<file path="src/pkg/ppm_pkg.sv">
// Register map, field layout and timing constants of the parallel port control block
package ppm_pkg;
   localparam int          RA_W         = 12;
   localparam int          CNT_W        = 8;
   // Register offsets
   localparam logic [11:0] OFS_OUT_STAT = 12'hf54;
   localparam logic [11:0] OFS_IN_STAT  = 12'hf55;
   localparam logic [11:0] OFS_PAD_LO   = 12'hf56;
   localparam logic [11:0] OFS_PAD_HI   = 12'hf57;
   localparam logic [11:0] OFS_WAIT     = 12'hf5c;
   localparam logic [11:0] OFS_MODE     = 12'hf5d;
   localparam logic [11:0] OFS_CTRL     = 12'hf5f;
   localparam logic [11:0] OFS_IN_BASE  = 12'hf60;
   localparam logic [11:0] OFS_OUT_BASE = 12'hf6e;
   localparam logic [11:0] OFS_OUT_LAST = 12'hf71;
   // Field positions
   localparam int BUSY_BIT  = 7;
   localparam int IRQ_LSB   = 5;
   localparam int STEP_LSB  = 3;
   localparam int WIDE_BIT  = 2;
   localparam int PMODE_LSB = 0;
   localparam int SETUP_LSB = 6;
   localparam int STRB_LSB  = 2;
   localparam int HOLD_LSB  = 0;
   localparam int ALL_BIT   = 7;
   localparam int FLAG_BIT  = 6;
   localparam int ON_BIT    = 7;
   localparam int CSF_BIT   = 6;
   localparam int CS_ABIT   = 14;
   // Mode encodings
   localparam logic [1:0] PM_LEGACY  = 2'h0;
   localparam logic [1:0] PM_ENH     = 2'h1;
   localparam logic [1:0] PM_MSTR2   = 2'h2;
   localparam logic [1:0] PM_MSTR1   = 2'h3;
   localparam logic [1:0] IRQ_NONE   = 2'h0;
   localparam logic [1:0] IRQ_EACH   = 2'h1;
   localparam logic [1:0] IRQ_STALL  = 2'h2;
   localparam logic [1:0] IRQ_FOURTH = 2'h3;
   localparam logic [1:0] STEP_NONE  = 2'h0;
   localparam logic [1:0] STEP_INC   = 2'h1;
   localparam logic [1:0] STEP_DEC   = 2'h2;
   localparam logic [1:0] STEP_BUF   = 2'h3;
   localparam logic [1:0] LAST_SLOT  = 2'h3;
   localparam logic [3:0] ALL_SLOTS  = 4'hf;
   localparam logic [3:0] SLOT0_ONLY = 4'h1;
   localparam logic [3:0] EMPTY_RST  = 4'hf;
   localparam logic [3:0] STRB_NONE  = 4'h0;
   // Timing: one instruction cycle in clock cycles
   localparam int CLK_NS  = 10;
   localparam int TCY_NS  = 10;
   localparam int TCY_CYC = (TCY_NS + CLK_NS - 1) / CLK_NS;
   typedef enum logic [1:0] {ST_IDLE, ST_SETUP, ST_STROBE, ST_HOLD} ppm_state_t;
endpackage

</file>
<file path="src/rtl/ppm_port.sv">
// Parallel port mode, wait-state, pad routing and buffer status control
`timescale 1ns/100ps
`default_nettype none
// What this block does
// - Mode high bit 7 reads 1 while a master transfer runs.
// - Policy 11 interrupts on buffer 3 access or address 11 access.
// - Policy 10 stalls the processor, 01 interrupts each cycle, 00 never.
// - Step mode 11 in legacy slave walks pointers through four buffers.
// - Step 10 decrements, 01 increments address bits 15,13..0 per cycle.
// - Wide bit makes each data access two byte transfers, else one.
// - Port mode 11 is master with direction and enable strobes.
// - Port mode 10 is master with separate read and write strobes.
// - Mode 01 is addressed slave, mode 00 is slave without address.
// - Setup wait before the strobe lasts 1 to 4 instruction cycles.
// - Strobe lasts one plus 0 to 15 extra instruction cycles.
// - Data is held after the strobe for 1 to 4 instruction cycles.
// - Setup and hold settings are ignored when strobe wait is zero.
// - Top two pad enables route address 15/14 or chip select.
// - Pad enables 13 to 2 route address bits, else port I/O.
// - Low two pad enables route address bits 1 and 0.
// - Input-full summary is 1 when all writable input bytes are full.
// - External write to a full input byte sets overflow; software clears.
// - Per-buffer input-full bit is set by a write, cleared by a read.
// - Output-empty bits reset to 1, cleared by writes; summary when all readable bytes empty.
// - External read of an empty output byte sets underflow; software clears.
// - First out pair is master address in master modes, data in slave.
// - With the module off no external port access takes place.
module ppm_port (
   input  wire logic                     clk,
   input  wire logic                     arst_n,
   input  wire logic                     ce,
   input  wire logic [ppm_pkg::RA_W-1:0] reg_addr,
   input  wire logic [7:0]               reg_wdata,
   input  wire logic                     reg_wr,
   input  wire logic                     reg_rd,
   output logic      [7:0]               reg_rdata,
   input  wire logic [7:0]               data_pins_in,
   output logic      [7:0]               data_pins_out,
   output logic                          data_pins_oe,
   input  wire logic [1:0]               addr_pins_in,
   output logic      [15:0]              addr_pins_out,
   output logic      [15:0]              pad_route_enable,
   input  wire logic                     chip_sel_pin_in,
   input  wire logic                     read_strobe_pin_in,
   input  wire logic                     write_strobe_pin_in,
   output logic                          chip_sel_pin,
   output logic                          read_strobe_pin,
   output logic                          write_strobe_pin,
   output logic                          byte_en_pin,
   output logic                          ctrl_pins_oe,
   output logic                          irq_pulse,
   output logic                          cpu_stall
);
   import ppm_pkg::*;

   logic [7:0]       in_buf [4];
   logic [7:0]       out_buf [4];
   logic [3:0]       in_full_reg, out_empty_reg, wr_mask, rd_mask;
   logic             ovf_reg, unf_reg, on_reg, csf_reg;
   logic [7:0]       pad_lo_reg, pad_hi_reg, wait_reg;
   logic [6:0]       mode_reg;
   logic [1:0]       irq_policy, addr_step_mode, pmode, wptr_reg, rptr_reg;
   logic             wide_data_select, master, in_all_full, out_all_empty;
   ppm_state_t       st_reg;
   logic [CNT_W-1:0] cnt_reg, setup_len, strobe_len, hold_len;
   logic             dir_rd_reg, byte_reg, wide_reg, busy, start, done;
   logic             sw_in_hit, sw_out_hit;
   logic [1:0]       sw_in_idx, sw_out_idx, wslot, rslot;
   logic             acc_wr, acc_rd, acc_wr_q, acc_rd_q, slv_wr_ev, slv_rd_ev;
   logic [7:0]       slv_data_reg, rd_out_reg;
   logic [14:0]      step_src, step_res;
   logic [15:0]      addr_cur;

   // Field decode
   assign irq_policy       = mode_reg[IRQ_LSB +: 2];
   assign addr_step_mode   = mode_reg[STEP_LSB +: 2];
   assign wide_data_select = mode_reg[WIDE_BIT];
   assign pmode            = mode_reg[PMODE_LSB +: 2];
   assign master = (pmode == PM_MSTR1) || (pmode == PM_MSTR2);
   assign busy   = (st_reg != ST_IDLE);

   // Software access decode
   assign sw_in_hit  = (reg_addr[RA_W-1:2] == OFS_IN_BASE[RA_W-1:2]);
   assign sw_in_idx  = reg_addr[1:0];
   assign sw_out_hit = (reg_addr >= OFS_OUT_BASE) && (reg_addr <= OFS_OUT_LAST);
   assign sw_out_idx = 2'(reg_addr - OFS_OUT_BASE);

   // Wait lengths; zero strobe wait forces every phase to one Tcy
   always_comb begin
      if (wait_reg[STRB_LSB +: 4] == STRB_NONE) begin
         setup_len = CNT_W'(TCY_CYC);
         hold_len  = CNT_W'(TCY_CYC);
      end else begin
         setup_len = CNT_W'((wait_reg[SETUP_LSB +: 2] + 3'h1) * TCY_CYC);
         hold_len  = CNT_W'((wait_reg[HOLD_LSB +: 2] + 3'h1) * TCY_CYC);
      end
      strobe_len = CNT_W'((wait_reg[STRB_LSB +: 4] + 5'h1) * TCY_CYC);
   end

   // Master start: access of the data register top byte begins a transfer
   assign start = on_reg && master && !busy && sw_in_hit
                  && (reg_wr || reg_rd)
                  && (sw_in_idx == {1'b0, wide_data_select});
   assign done  = (st_reg == ST_HOLD) && (cnt_reg == '0)
                  && !(wide_reg && !byte_reg);

   // Master transfer sequencer
   always_ff @(posedge clk or negedge arst_n) begin
      if (!arst_n) begin
         st_reg     <= ST_IDLE;
         cnt_reg    <= '0;
         dir_rd_reg <= 1'b0;
         byte_reg   <= 1'b0;
         wide_reg   <= 1'b0;
      end else if (ce && !on_reg) begin
         st_reg <= ST_IDLE; // Switching the module off abandons a transfer
      end else if (ce) begin
         unique case (st_reg)
            ST_IDLE: begin
               if (start) begin
                  st_reg     <= ST_SETUP;
                  cnt_reg    <= setup_len - CNT_W'(1);
                  dir_rd_reg <= reg_rd;
                  byte_reg   <= 1'b0;
                  wide_reg   <= wide_data_select;
               end
            end
            ST_SETUP: begin
               if (cnt_reg == '0) begin
                  st_reg  <= ST_STROBE;
                  cnt_reg <= strobe_len - CNT_W'(1);
               end else begin
                  cnt_reg <= cnt_reg - CNT_W'(1);
               end
            end
            ST_STROBE: begin
               if (cnt_reg == '0) begin
                  st_reg  <= ST_HOLD;
                  cnt_reg <= hold_len - CNT_W'(1);
               end else begin
                  cnt_reg <= cnt_reg - CNT_W'(1);
               end
            end
            ST_HOLD: begin
               if (cnt_reg != '0) begin
                  cnt_reg <= cnt_reg - CNT_W'(1);
               end else if (wide_reg && !byte_reg) begin
                  st_reg   <= ST_SETUP;
                  cnt_reg  <= setup_len - CNT_W'(1);
                  byte_reg <= 1'b1;
               end else begin
                  st_reg <= ST_IDLE;
               end
            end
         endcase
      end
   end

   // Address stepping keeps bit 14, which may be the chip select
   assign addr_cur = {out_buf[1], out_buf[0]};
   assign step_src = {addr_cur[15], addr_cur[13:0]};
   always_comb begin
      unique case (addr_step_mode)
         STEP_INC: step_res = step_src + 15'h1;
         STEP_DEC: step_res = step_src - 15'h1;
         default:  step_res = step_src;
      endcase
   end

   // Output bytes: master address in master modes, slave data otherwise
   always_ff @(posedge clk or negedge arst_n) begin
      if (!arst_n) begin
         for (int i = 0; i < 4; i++) out_buf[i] <= '0;
      end else if (ce) begin
         if (reg_wr && sw_out_hit) begin
            out_buf[sw_out_idx] <= reg_wdata;
         end else if (master && st_reg == ST_HOLD && cnt_reg == '0) begin
            out_buf[0] <= step_res[7:0];
            out_buf[1] <= {step_res[14], addr_cur[CS_ABIT], step_res[13:8]};
         end
      end
   end

   // Slave strobes are sampled as synchronous levels
   assign acc_wr    = on_reg && !master && chip_sel_pin_in && write_strobe_pin_in;
   assign acc_rd    = on_reg && !master && chip_sel_pin_in && read_strobe_pin_in;
   assign slv_wr_ev = acc_wr_q && !acc_wr; // Commit when the write ends
   assign slv_rd_ev = acc_rd && !acc_rd_q;
   assign wr_mask   = (pmode == PM_ENH || addr_step_mode == STEP_BUF) ? ALL_SLOTS : SLOT0_ONLY;
   assign rd_mask   = wr_mask;

   // Slot choice per slave mode
   always_comb begin
      if (pmode == PM_ENH) begin
         wslot = addr_pins_in;
         rslot = addr_pins_in;
      end else if (addr_step_mode == STEP_BUF) begin
         wslot = wptr_reg;
         rslot = rptr_reg;
      end else begin
         wslot = '0;
         rslot = '0;
      end
   end

   // Slave edge detection, capture and buffer pointers
   always_ff @(posedge clk or negedge arst_n) begin
      if (!arst_n) begin
         acc_wr_q     <= 1'b0;
         acc_rd_q     <= 1'b0;
         slv_data_reg <= '0;
         rd_out_reg   <= '0;
         wptr_reg     <= '0;
         rptr_reg     <= '0;
      end else if (ce) begin
         acc_wr_q <= acc_wr;
         acc_rd_q <= acc_rd;
         if (acc_wr) slv_data_reg <= data_pins_in;
         if (slv_rd_ev) rd_out_reg <= out_buf[rslot];
         if (pmode != PM_LEGACY || addr_step_mode != STEP_BUF) begin
            wptr_reg <= '0;
            rptr_reg <= '0;
         end else begin
            if (slv_wr_ev) wptr_reg <= wptr_reg + 2'h1;
            if (slv_rd_ev) rptr_reg <= rptr_reg + 2'h1;
         end
      end
   end

   // Input bytes: master read data, master software data, slave writes
   always_ff @(posedge clk or negedge arst_n) begin
      if (!arst_n) begin
         for (int i = 0; i < 4; i++) in_buf[i] <= '0;
      end else if (ce) begin
         if (st_reg == ST_STROBE && cnt_reg == '0 && dir_rd_reg)
            in_buf[{1'b0, byte_reg}] <= data_pins_in;
         else if (slv_wr_ev)
            in_buf[wslot] <= slv_data_reg; // Overflow overwrites old byte
         else if (reg_wr && sw_in_hit && master)
            in_buf[sw_in_idx] <= reg_wdata;
      end
   end

   // Buffer flags; a hardware set beats a same-cycle clear
   always_ff @(posedge clk or negedge arst_n) begin
      if (!arst_n) begin
         in_full_reg   <= '0;
         out_empty_reg <= EMPTY_RST;
         ovf_reg       <= 1'b0;
         unf_reg       <= 1'b0;
      end else if (ce) begin
         for (int i = 0; i < 4; i++) begin
            if (slv_wr_ev && wslot == 2'(i))
               in_full_reg[i] <= 1'b1;
            else if (reg_rd && sw_in_hit && sw_in_idx == 2'(i))
               in_full_reg[i] <= 1'b0;
            if (slv_rd_ev && rslot == 2'(i))
               out_empty_reg[i] <= 1'b1;
            else if (reg_wr && sw_out_hit && sw_out_idx == 2'(i))
               out_empty_reg[i] <= 1'b0;
         end
         if (slv_wr_ev && in_full_reg[wslot])
            ovf_reg <= 1'b1;
         else if (reg_wr && reg_addr == OFS_IN_STAT)
            ovf_reg <= reg_wdata[FLAG_BIT];
         if (slv_rd_ev && out_empty_reg[rslot])
            unf_reg <= 1'b1;
         else if (reg_wr && reg_addr == OFS_OUT_STAT)
            unf_reg <= reg_wdata[FLAG_BIT];
      end
   end
   assign in_all_full   = &(in_full_reg | ~wr_mask);
   assign out_all_empty = &(out_empty_reg | ~rd_mask);

   // Configuration registers
   always_ff @(posedge clk or negedge arst_n) begin
      if (!arst_n) begin
         pad_lo_reg <= '0;
         pad_hi_reg <= '0;
         wait_reg   <= '0;
         mode_reg   <= '0;
         on_reg     <= 1'b0;
         csf_reg    <= 1'b0;
      end else if (ce && reg_wr) begin
         unique case (reg_addr)
            OFS_PAD_LO: pad_lo_reg <= reg_wdata;
            OFS_PAD_HI: pad_hi_reg <= reg_wdata;
            OFS_WAIT:   wait_reg   <= reg_wdata;
            OFS_MODE:   mode_reg   <= reg_wdata[6:0];
            OFS_CTRL: begin
               on_reg  <= reg_wdata[ON_BIT];
               csf_reg <= reg_wdata[CSF_BIT];
            end
            default: ;
         endcase
      end
   end

   // Read data, one cycle after the read strobe
   always_ff @(posedge clk or negedge arst_n) begin
      if (!arst_n) begin
         reg_rdata <= '0;
      end else if (ce) begin
         reg_rdata <= '0;
         if (reg_rd) begin
            if (sw_in_hit) reg_rdata <= in_buf[sw_in_idx];
            else if (sw_out_hit) reg_rdata <= out_buf[sw_out_idx];
            else begin
               unique case (reg_addr)
                  OFS_OUT_STAT: reg_rdata <= {out_all_empty, unf_reg, 2'h0, out_empty_reg};
                  OFS_IN_STAT:  reg_rdata <= {in_all_full, ovf_reg, 2'h0, in_full_reg};
                  OFS_PAD_LO:   reg_rdata <= pad_lo_reg;
                  OFS_PAD_HI:   reg_rdata <= pad_hi_reg;
                  OFS_WAIT:     reg_rdata <= wait_reg;
                  OFS_MODE:     reg_rdata <= {busy && master, mode_reg};
                  OFS_CTRL:     reg_rdata <= {on_reg, csf_reg, 6'h0};
                  default:      reg_rdata <= '0;
               endcase
            end
         end
      end
   end

   // Interrupt pulse and stall
   always_ff @(posedge clk or negedge arst_n) begin
      if (!arst_n) begin
         irq_pulse <= 1'b0;
      end else if (ce) begin
         unique case (irq_policy)
            IRQ_EACH:   irq_pulse <= done || slv_wr_ev || slv_rd_ev;
            IRQ_FOURTH: irq_pulse <= (wr_mask == ALL_SLOTS) && ((slv_wr_ev && wslot == LAST_SLOT)
                                     || (slv_rd_ev && rslot == LAST_SLOT));
            default:    irq_pulse <= 1'b0;
         endcase
      end
   end
   assign cpu_stall = (irq_policy == IRQ_STALL) && busy;

   // Pin drive; master pins are decoded from sequencer flops
   assign ctrl_pins_oe  = on_reg && master;
   assign chip_sel_pin  = busy && csf_reg && addr_cur[CS_ABIT];
   assign byte_en_pin   = busy && wide_reg && byte_reg;
   always_comb begin
      if (pmode == PM_MSTR1) begin
         read_strobe_pin  = busy && dir_rd_reg;      // Direction
         write_strobe_pin = (st_reg == ST_STROBE);   // Enable
      end else begin
         read_strobe_pin  = (st_reg == ST_STROBE) && dir_rd_reg;
         write_strobe_pin = (st_reg == ST_STROBE) && !dir_rd_reg;
      end
   end
   assign data_pins_oe  = on_reg
                          && (master ? (busy && !dir_rd_reg) : (acc_rd && acc_rd_q));
   assign data_pins_out = master ? in_buf[{1'b0, byte_reg}] : rd_out_reg;
   assign pad_route_enable = {pad_hi_reg, pad_lo_reg};
   always_comb begin
      addr_pins_out = addr_cur & {pad_hi_reg, pad_lo_reg};
      if (csf_reg) addr_pins_out[CS_ABIT] = pad_hi_reg[6] && chip_sel_pin;
   end

   // Checks
   logic [CNT_W-1:0] run_cnt;
   always_ff @(posedge clk or negedge arst_n) begin
      if (!arst_n) run_cnt <= '0;
      else if (ce) run_cnt <= (st_reg == ST_STROBE) ? run_cnt + CNT_W'(1) : '0;
   end

   property p_busy_read;
      @(posedge clk) disable iff (!arst_n)
      (ce && reg_rd && reg_addr == OFS_MODE && master) |=> (reg_rdata[BUSY_BIT] == $past(busy));
   endproperty
   a_busy_read: assert property (p_busy_read) else $error("busy bit mismatch");

   property p_strobe_len;
      @(posedge clk) disable iff (!arst_n)
      (ce && st_reg == ST_STROBE && cnt_reg == '0) |-> (run_cnt + CNT_W'(1) == strobe_len);
   endproperty
   a_strobe_len: assert property (p_strobe_len) else $error("strobe length wrong");

   property p_short_setup;
      @(posedge clk) disable iff (!arst_n)
      (ce && start && wait_reg[STRB_LSB +: 4] == STRB_NONE) ##1 ce |=> (st_reg == ST_STROBE);
   endproperty
   a_short_setup: assert property (p_short_setup) else $error("setup not one cycle");

   property p_off_quiet;
      @(posedge clk) disable iff (!arst_n)
      !on_reg |-> (!data_pins_oe && !ctrl_pins_oe && !irq_pulse ##1 !busy);
   endproperty
   a_off_quiet: assert property (p_off_quiet) else $error("pin activity while off");

   property p_overflow;
      @(posedge clk) disable iff (!arst_n)
      (ce && slv_wr_ev && in_full_reg[wslot]) |=> ovf_reg;
   endproperty
   a_overflow: assert property (p_overflow) else $error("overflow not flagged");

   property p_underflow;
      @(posedge clk) disable iff (!arst_n)
      (ce && slv_rd_ev && out_empty_reg[rslot]) |=> unf_reg;
   endproperty
   a_underflow: assert property (p_underflow) else $error("underflow not flagged");

   property p_in_clear;
      @(posedge clk) disable iff (!arst_n)
      (ce && reg_rd && sw_in_hit && !slv_wr_ev) |=> !in_full_reg[$past(sw_in_idx)];
   endproperty
   a_in_clear: assert property (p_in_clear) else $error("read did not clear full bit");

   property p_step_inc;
      @(posedge clk) disable iff (!arst_n)
      (ce && master && done && addr_step_mode == STEP_INC && !(reg_wr && sw_out_hit))
      |=> ({addr_cur[15], addr_cur[13:0]} == $past(step_src) + 15'h1);
   endproperty
   a_step_inc: assert property (p_step_inc) else $error("address not stepped");

   property p_stall;
      @(posedge clk) disable iff (!arst_n)
      (irq_policy == IRQ_STALL) |-> (cpu_stall == busy) && !irq_pulse ##0 1;
   endproperty
   a_stall: assert property (p_stall) else $error("stall policy broken");

   property p_wide_two;
      @(posedge clk) disable iff (!arst_n)
      (ce && st_reg == ST_HOLD && cnt_reg == '0 && wide_reg && !byte_reg)
      |=> (st_reg == ST_SETUP && byte_reg);
   endproperty
   a_wide_two: assert property (p_wide_two) else $error("second byte missing");
endmodule
`default_nettype wire

</file>
<file path="config.mk">
export PLATFORM = sky130hd
export DESIGN_NAME = ppm_port
export DESIGN_NICKNAME = d
export VERILOG_FILES = /design/src/pkg/ppm_pkg.sv /design/src/rtl/ppm_port.sv
export SDC_FILE = /design/constraint.sdc
export NUM_CORES = 1
export LEC_CHECK = 0
export BUFFER_PORTS_ARGS = -buffer_cell sky130_fd_sc_hd__buf_2
export CORE_ASPECT_RATIO = 1.5
export CORE_UTILIZATION = 55
export CTS_BUF_LIST = sky130_fd_sc_hd__clkbuf_2
export DETAILED_ROUTE_END_ITERATION = 8
export PLACE_DENSITY = 0.75
export SYNTH_ARGS = -nofsm -noshare
export SYNTH_HDL_FRONTEND = slang
export SYNTH_SLANG_ARGS = --single-unit
export TNS_END_PERCENT = 1
</file>
<file path="constraint.sdc">
create_clock -name clk -period 3.8 [get_ports clk]
set_input_delay 0.95 -clock clk [delete_from_list [all_inputs] [get_ports clk]]
set_output_delay 0.95 -clock clk [all_outputs]
set_load 0.02 [all_outputs]
</file>
==> flow_summary_export.csv, run 1 <==
group,metric,value,unit
cts,cts_tree,"built",
grt,grt_pass1_wl,48100,µm
sta,hold_viol,0,
grt,gr-total-overflow,0,
grt,grt_max_degree,87,
cts,ctsHoldBuffers,0,
sta,fin_crit_sh,92.2,%
pwr,power_density,261,nW/µm²
placement,dp_hpwl,22200,µm
sta,rsz0062_at_grt,"false",
sta,layout_min_cycle_time,3500,ps
cts,post-cts-setup-buffer-count,0,
route,route.detailed.drc,0,
grt,track_usage,36.1,%
synthesis,syn_nets,1103,
outcome,status,"complete, no violations",
grt,antenna_found_initial,2,
cts,clkTransAtPathRegs,240,ps
worst_setup_path,worstSetupPathType,"flip-flop to output port",
cts,cts_buffers,17,
placement,io_buffers,93,
finish,nets,1178,
worst_setup_path,end_kind,"output port",
finish,largest_register_ff_count,32,
sta,finalClockSkew,52.9,ps
synthesis,synthArstFlopShare,100,%
synthesis,avgSynthCellArea,9.31,µm²
pwr,p_switching,0.000861,W
route,first_pass_iters,5,
worst_setup_path,worst_ep_arrival_time,2550,ps
synthesis,synth_area_leaders,"dfrtp_1 38%, mux2_2 8.5%, nand2_1 4.8%",
finish,layout-drive-gt1-share,24.3,%
die,rows,59,
route,wl_per_cell,23.1,µm
cts,h-tree-depth,4,
worst_setup_path,startpoint_type,"flip-flop",
sta,worst_slew_pin_slew,1030,ps
finish,final_cell_area,10600,µm²
finish,syn_to_final_growth,9.46,%
finish,regMostFlops,"in_buf",
die,dieArea,18200,µm²
route,via_count,9032,
pwr,switching_share,31.1,%
grt,grt_pass1_vias,8770,
pwr,ir_drop,0.199,mV
synthesis,ys_seq_area_share,39.1,%
cts,clk_latency,760,ps
sta,setup_tns,0,ps
route,antenna_left,0,
route,vias_per_cell,6.73,
pwr,seq_power_share,59.7,%
min_path,hold_path.class,"input pin to async pin",
sta,slew_violations,0,
synthesis,synth_largest_area_cell,"dfrtp_1",
die,coreArea,17300,µm²
pwr,p_clk_share,31.2,%
sta,finalSetupViolCount,0,
cts,cts-resized-gates,0,
cts,clockRootBuffer,"clkbuf_2",
placement,place_area,10400,µm²
placement,gp_congestion,0.959,
worst_setup_path,crit_path_max_fanout,11,
synthesis,netlist_instances,1040,
synthesis,ys.flop_type,"dfrtp_1",
pwr,intPower,0.00191,W
die,ios,94,
die,start_util,56.1,%
route,routed_wl,31000,µm
route,drtIter0Drc,837,
synthesis,synth_top_area_share,38.0,%
placement,dp.cells,1309,
synthesis,ys_types,77,
die,fp.dieH,165,µm
sta,max_freq,285,MHz
cts,clock_path_buffers,2,
die,fp.dieW,110,µm
synthesis,syn_area,9680,µm²
synthesis,synth_enable_flop_cells,0,
finish,finalNonFillerCells,1342,
sta,slew_headroom,31.1,%
pwr,p_comb_share,9.1,%
run,max_cap_viol_count,0,
synthesis,ys_ff_latch,151,
cts,clock-sinks,151,
worst_setup_path,cp.required,2850,ps
synthesis,yosys_warnings,0,
pwr,power.leakage,4.93,nW
## layer usage
layer	GRT usage, %	part of all wire (%)	vias to the layer above
li1	-	-	3971
met1	43.2	36	4370
met2	58.2	48	529
met3	7.22	8.2	162
met4	24.2	7.4	0
met5	0	0	-
## logic make-up (layout without fill, tap and decap cells)
group	count (synthesis)	count (layout)	share of synthesized area, %
other	0	1	0
muxes	113	113	15.1
adders and majority gates	25	25	3.31
xor gates and xnor gates	15	15	1.36
DFF	151	151	39.1
and+or+nand+nor	348	348	17.3
AOI/OAI and AO/OA	288	288	19.7
buffers and inverters	100	188	4.24
## worst paths after layout
path	from	to	slack, ps	depth (start not counted)
min in group clk	data_pins_in[6]	slv_data_reg[6]$_DFFE_PN0P_	450	3
max reg2reg	mode_reg[3]$_DFFE_PN0P_	addr_cur[15]$_DFFE_PN0P_	680	11
min reg2reg	rd_out_reg[2]$_DFFE_PN0P_	rd_out_reg[2]$_DFFE_PN0P_	520	2
max in group asynchronous	arst_n	in_buf[29]$_DFFE_PN0P_	2740	2
min	arst_n	cnt_reg[5]$_DFFE_PN0P_	220	1
max	st_reg[0]$_DFFE_PN0P_	data_pins_oe	300	7
## placed cells by master, fill, tap and decap left out, drive strengths merged, types with 5 or more instances in the layout
cell type,count
o2111ai,5
nand4b,7
a22o,7
a22oi,25
o31ai,6
o21ai,78
nand2b,6
buf,123
nor2b,7
inv,39
nand4,7
clkbuf,18
a221oi,5
clkinvlp,5
a21oi,75
mux2i,21
a31oi,17
mux4,19
o22ai,8
xnor2,12
and2,25
nand3,44
dfrtp,147
nor2,86
nand2,124
and3,8
a21o,5
o311ai,8
mux2,73
ha,24
a41oi,10
nor3,17
## final cells by class
cell class,instances,area [µm²]
Sequential cell,151,3780
Clock buffer,18,90.1
Inverter,33,124
Clock inverter,14,118
Antenna cell,1,2.50
Multi-Input combinational cell,789,5490
Timing Repair Buffer,123,722
Tap cell,213,267
Fill cell,1556,6670
## critical path, stage by stage (launching register included)
cell and delay, ps:
dfrtp_1 510, inv_1 140, ha_1 430, inv_2 190, nand2_1 150, o21ai_0 80, and2_1 160, buf_2 150
## cell usage after synthesis, types with 5 or more instances
master and count:
mux4_2 19, o22ai_1 8, nor3_1 15, a22oi_1 25, a21oi_1 73, xnor2_1 12
and3_1 7, ha_1 24, nor2b_1 7, a21o_1 5, nand2_1 123, o21ai_0 76
a31oi_1 17, buf_1 6, a41oi_1 8, a22o_1 7, mux2i_1 21, nand3_1 44
buf_2 16, o31ai_1 6, nand4b_1 7, nand4_1 7, and2_1 25, nor2_1 84
dfrtp_1 147, o2111ai_1 5, o311ai_0 8, inv_1 33, a221oi_1 5, mux2_2 73
nand2b_1 6, clkbuf_1 42
## power by group through the flow
stage	logic, W	clock network (W)	registers, W
2_1_floorplan	0.000125	0	0.00167
3_3_place_gp	0.000244	0	0.00168
3_5_place_dp	0.000248	0	0.00168
4_1_cts	0.000248	0.000868	0.00165
5_1_grt	0.000271	0.000932	0.00166
6_report	0.000251	0.000866	0.00165
## metrics by stage
stage / utilization [%] / total power [W] / setup WS, ps / hold slack [ps]
final: 61.4 / 0.00277 / 297 / 221
after detailed placement: 60.1 / 0.00193 / 642 / 471
after global placement: 60.1 / 0.00192 / 669 / 465
after CTS: 61.4 / 0.00277 / 142 / 200
after global routing: 61.4 / 0.00286 / 47.4 / 221
after floorplan: - / 0.00180 / 1050 / 451
Note: power is estimated with default switching activity, not from simulation.
==> inputs of run 2 (changes only) <==
--- a/constraint.sdc
+++ b/constraint.sdc
@@ -3,2 +3,2 @@
 set_output_delay 0.95 -clock clk [all_outputs]
-set_load 0.02 [all_outputs]
+set_load 0.05 [all_outputs]
==> run 2 against run 1 <==
Non-clock buffer count is the same. Worst hold slack gained 0.52 ps. Utilization is essentially flat. Highest routed layer unchanged. Sequential power is essentially flat. Clock skew shrank 1.5 ps. Design area is essentially flat. Critical endpoint unchanged. Critical path type unchanged. Wire length is essentially flat.
==> flow_summary_export.csv, run 2 (same netlist as run 1, synthesis figures left out) <==
group,metric,value,unit
route,drtIter0Drc,834,
die,fp.dieH,165,µm
cts,clock_path_buffers,2,
sta,max_freq,283,MHz
cts,cts_buffers,17,
sta,slew_violations,0,
sta,finalClockSkew,51.4,ps
run,max_cap_viol_count,0,
finish,layout-drive-gt1-share,24.4,%
min_path,hold_path.class,"input pin to async pin",
grt,grt_use_met2,58.2,%
cts,cts_tree,"built",
sta,rsz0062_at_grt,"false",
sta,slew_headroom,31.2,%
grt,met1_usage,43.2,%
grt,grt_pass1_vias,8770,
route,via_count,9043,
sta,fin_crit_sh,93.0,%
grt,gr-total-overflow,0,
die,rows,59,
sta,worst_slew_pin_slew,1030,ps
outcome,status,"complete, no violations",
placement,dp_hpwl,22200,µm
finish,mostFrequentLayoutCells,"146 x dfrtp_1, 123 x nand2_1, 92 x buf_2, 84 x nor2_1, 76 x o21ai_0",
pwr,power.leakage,4.93,nW
cts,clockRootBuffer,"clkbuf_2",
placement,io_buffers,93,
finish,final_common_cell,"dfrtp_1",
cts,post-cts-setup-buffer-count,0,
worst_setup_path,worstSetupPathType,"flip-flop to output port",
grt,antenna_found_initial,2,
worst_setup_path,cp.required,2850,ps
finish,nets,1178,
placement,gp_congestion,0.959,
finish,final_cell_area,10600,µm²
cts,clkTransAtPathRegs,240,ps
route,routed_wl,31100,µm
die,start_util,56.1,%
sta,layout_min_cycle_time,3540,ps
finish,largest_register_ff_count,32,
placement,place_area,10400,µm²
sta,hold_viol,0,
worst_setup_path,end_kind,"output port",
finish,syn_to_final_growth,9.47,%
worst_setup_path,worst_ep_arrival_time,2590,ps
sta,hold_slack,222,ps
grt,grt_pass1_wl,48100,µm
grt,grt_max_degree,87,
route,wl_per_cell,23.1,µm
route,vias_per_cell,6.74,
die,ios,94,
worst_setup_path,startpoint_type,"flip-flop",
cts,h-tree-depth,4,
die,fp.dieW,110,µm
route,antenna_left,0,
die,coreArea,17300,µm²
die,dieArea,18200,µm²
pwr,ir_drop,0.200,mV
pwr,power_density,262,nW/µm²
worst_setup_path,crit_path_max_fanout,11,
route,first_pass_iters,5,
grt,track_usage,36.1,%
cts,clk_latency,760,ps
sta,finalSetupViolCount,0,
cts,clock-sinks,151,
sta,setup_tns,0,ps
route,route.detailed.drc,0,
worst_setup_path,r2r_slack,680,ps
grt,grt_use_met3,7.22,%
finish,regMostFlops,"in_buf",
grt,grt.busiest_layer,"met2",
run 2: cell types whose count changed in the layout (fill, tap and decap cells not counted):
cell     before  now
dfrtp_1     147  146
dfrtp_2       0    1
run 2: metal layers:
layer / wire (µm) / share of wire (%)
met1: 11200 / 36
met3: 2570 / 8.3
met4: 2270 / 7.3
met2: 15000 / 48
met5: 0 / 0
run 2: metrics by stage:
| step | total power [W] | setup slack, ps | cells | util, % |
|---|---|---|---|---|
| 2_1_floorplan | 0.00180 | 777 | 1040 | - |
| 3_3_place_gp | 0.00192 | 669 | 1309 | 60.1 |
| 3_5_place_dp | 0.00193 | 642 | 1309 | 60.1 |
| 4_1_cts | 0.00277 | 46.2 | 1341 | 61.4 |
| 5_1_grt | 0.00286 | 42.6 | 1342 | 61.4 |
| 6_report | 0.00277 | 265 | 1342 | 61.4 |
run 2: worst max-delay path, cell delays in order, from the launching register on:
cell,delay [ps]
dfrtp_2,510
inv_1,120
ha_1,430
inv_2,190
nand2_1,150
o21ai_0,80
and2_1,160
buf_2,200
run 2: path summary, 6_finish.rpt:
path,start,to,cells past startpoint
setup / recovery,st_reg[0]$_DFFE_PN0P_,data_pins_oe,7
hold / removal,arst_n,cnt_reg[5]$_DFFE_PN0P_,1
setup reg to reg,mode_reg[3]$_DFFE_PN0P_,addr_cur[15]$_DFFE_PN0P_,11
hold reg to reg,rd_out_reg[2]$_DFFE_PN0P_,rd_out_reg[2]$_DFFE_PN0P_,2
max in group asynchronous,arst_n,in_buf[29]$_DFFE_PN0P_,2
min in group clk,data_pins_in[6],slv_data_reg[6]$_DFFE_PN0P_,3
run 2: area by class of cell:
| cell class | count | area, µm² |
|---|---|---|
| Timing Repair Buffer | 123 | 722 |
| Inverter | 33 | 124 |
| Fill cell | 1555 | 6670 |
| Clock inverter | 14 | 118 |
| Antenna cell | 1 | 2.50 |
| Multi-Input combinational cell | 789 | 5490 |
| Tap cell | 213 | 267 |
| Clock buffer | 18 | 90.1 |
| Sequential cell | 151 | 3780 |
run 2: what timing repair did:
| action | CTS | global route |
|---|---|---|
| gates resized for setup | 0 | 2 |
| endpoints found under the setup margin | 0 | 1 |
| hold buffers | 0 | 0 |
run 2: where the power goes:
part           total (W)  internal, W  switching [W]
sequential       0.00165      0.00163      0.0000206
clock           0.000867     0.000190       0.000677
combinational   0.000253    0.0000862       0.000167
total            0.00277      0.00191       0.000865
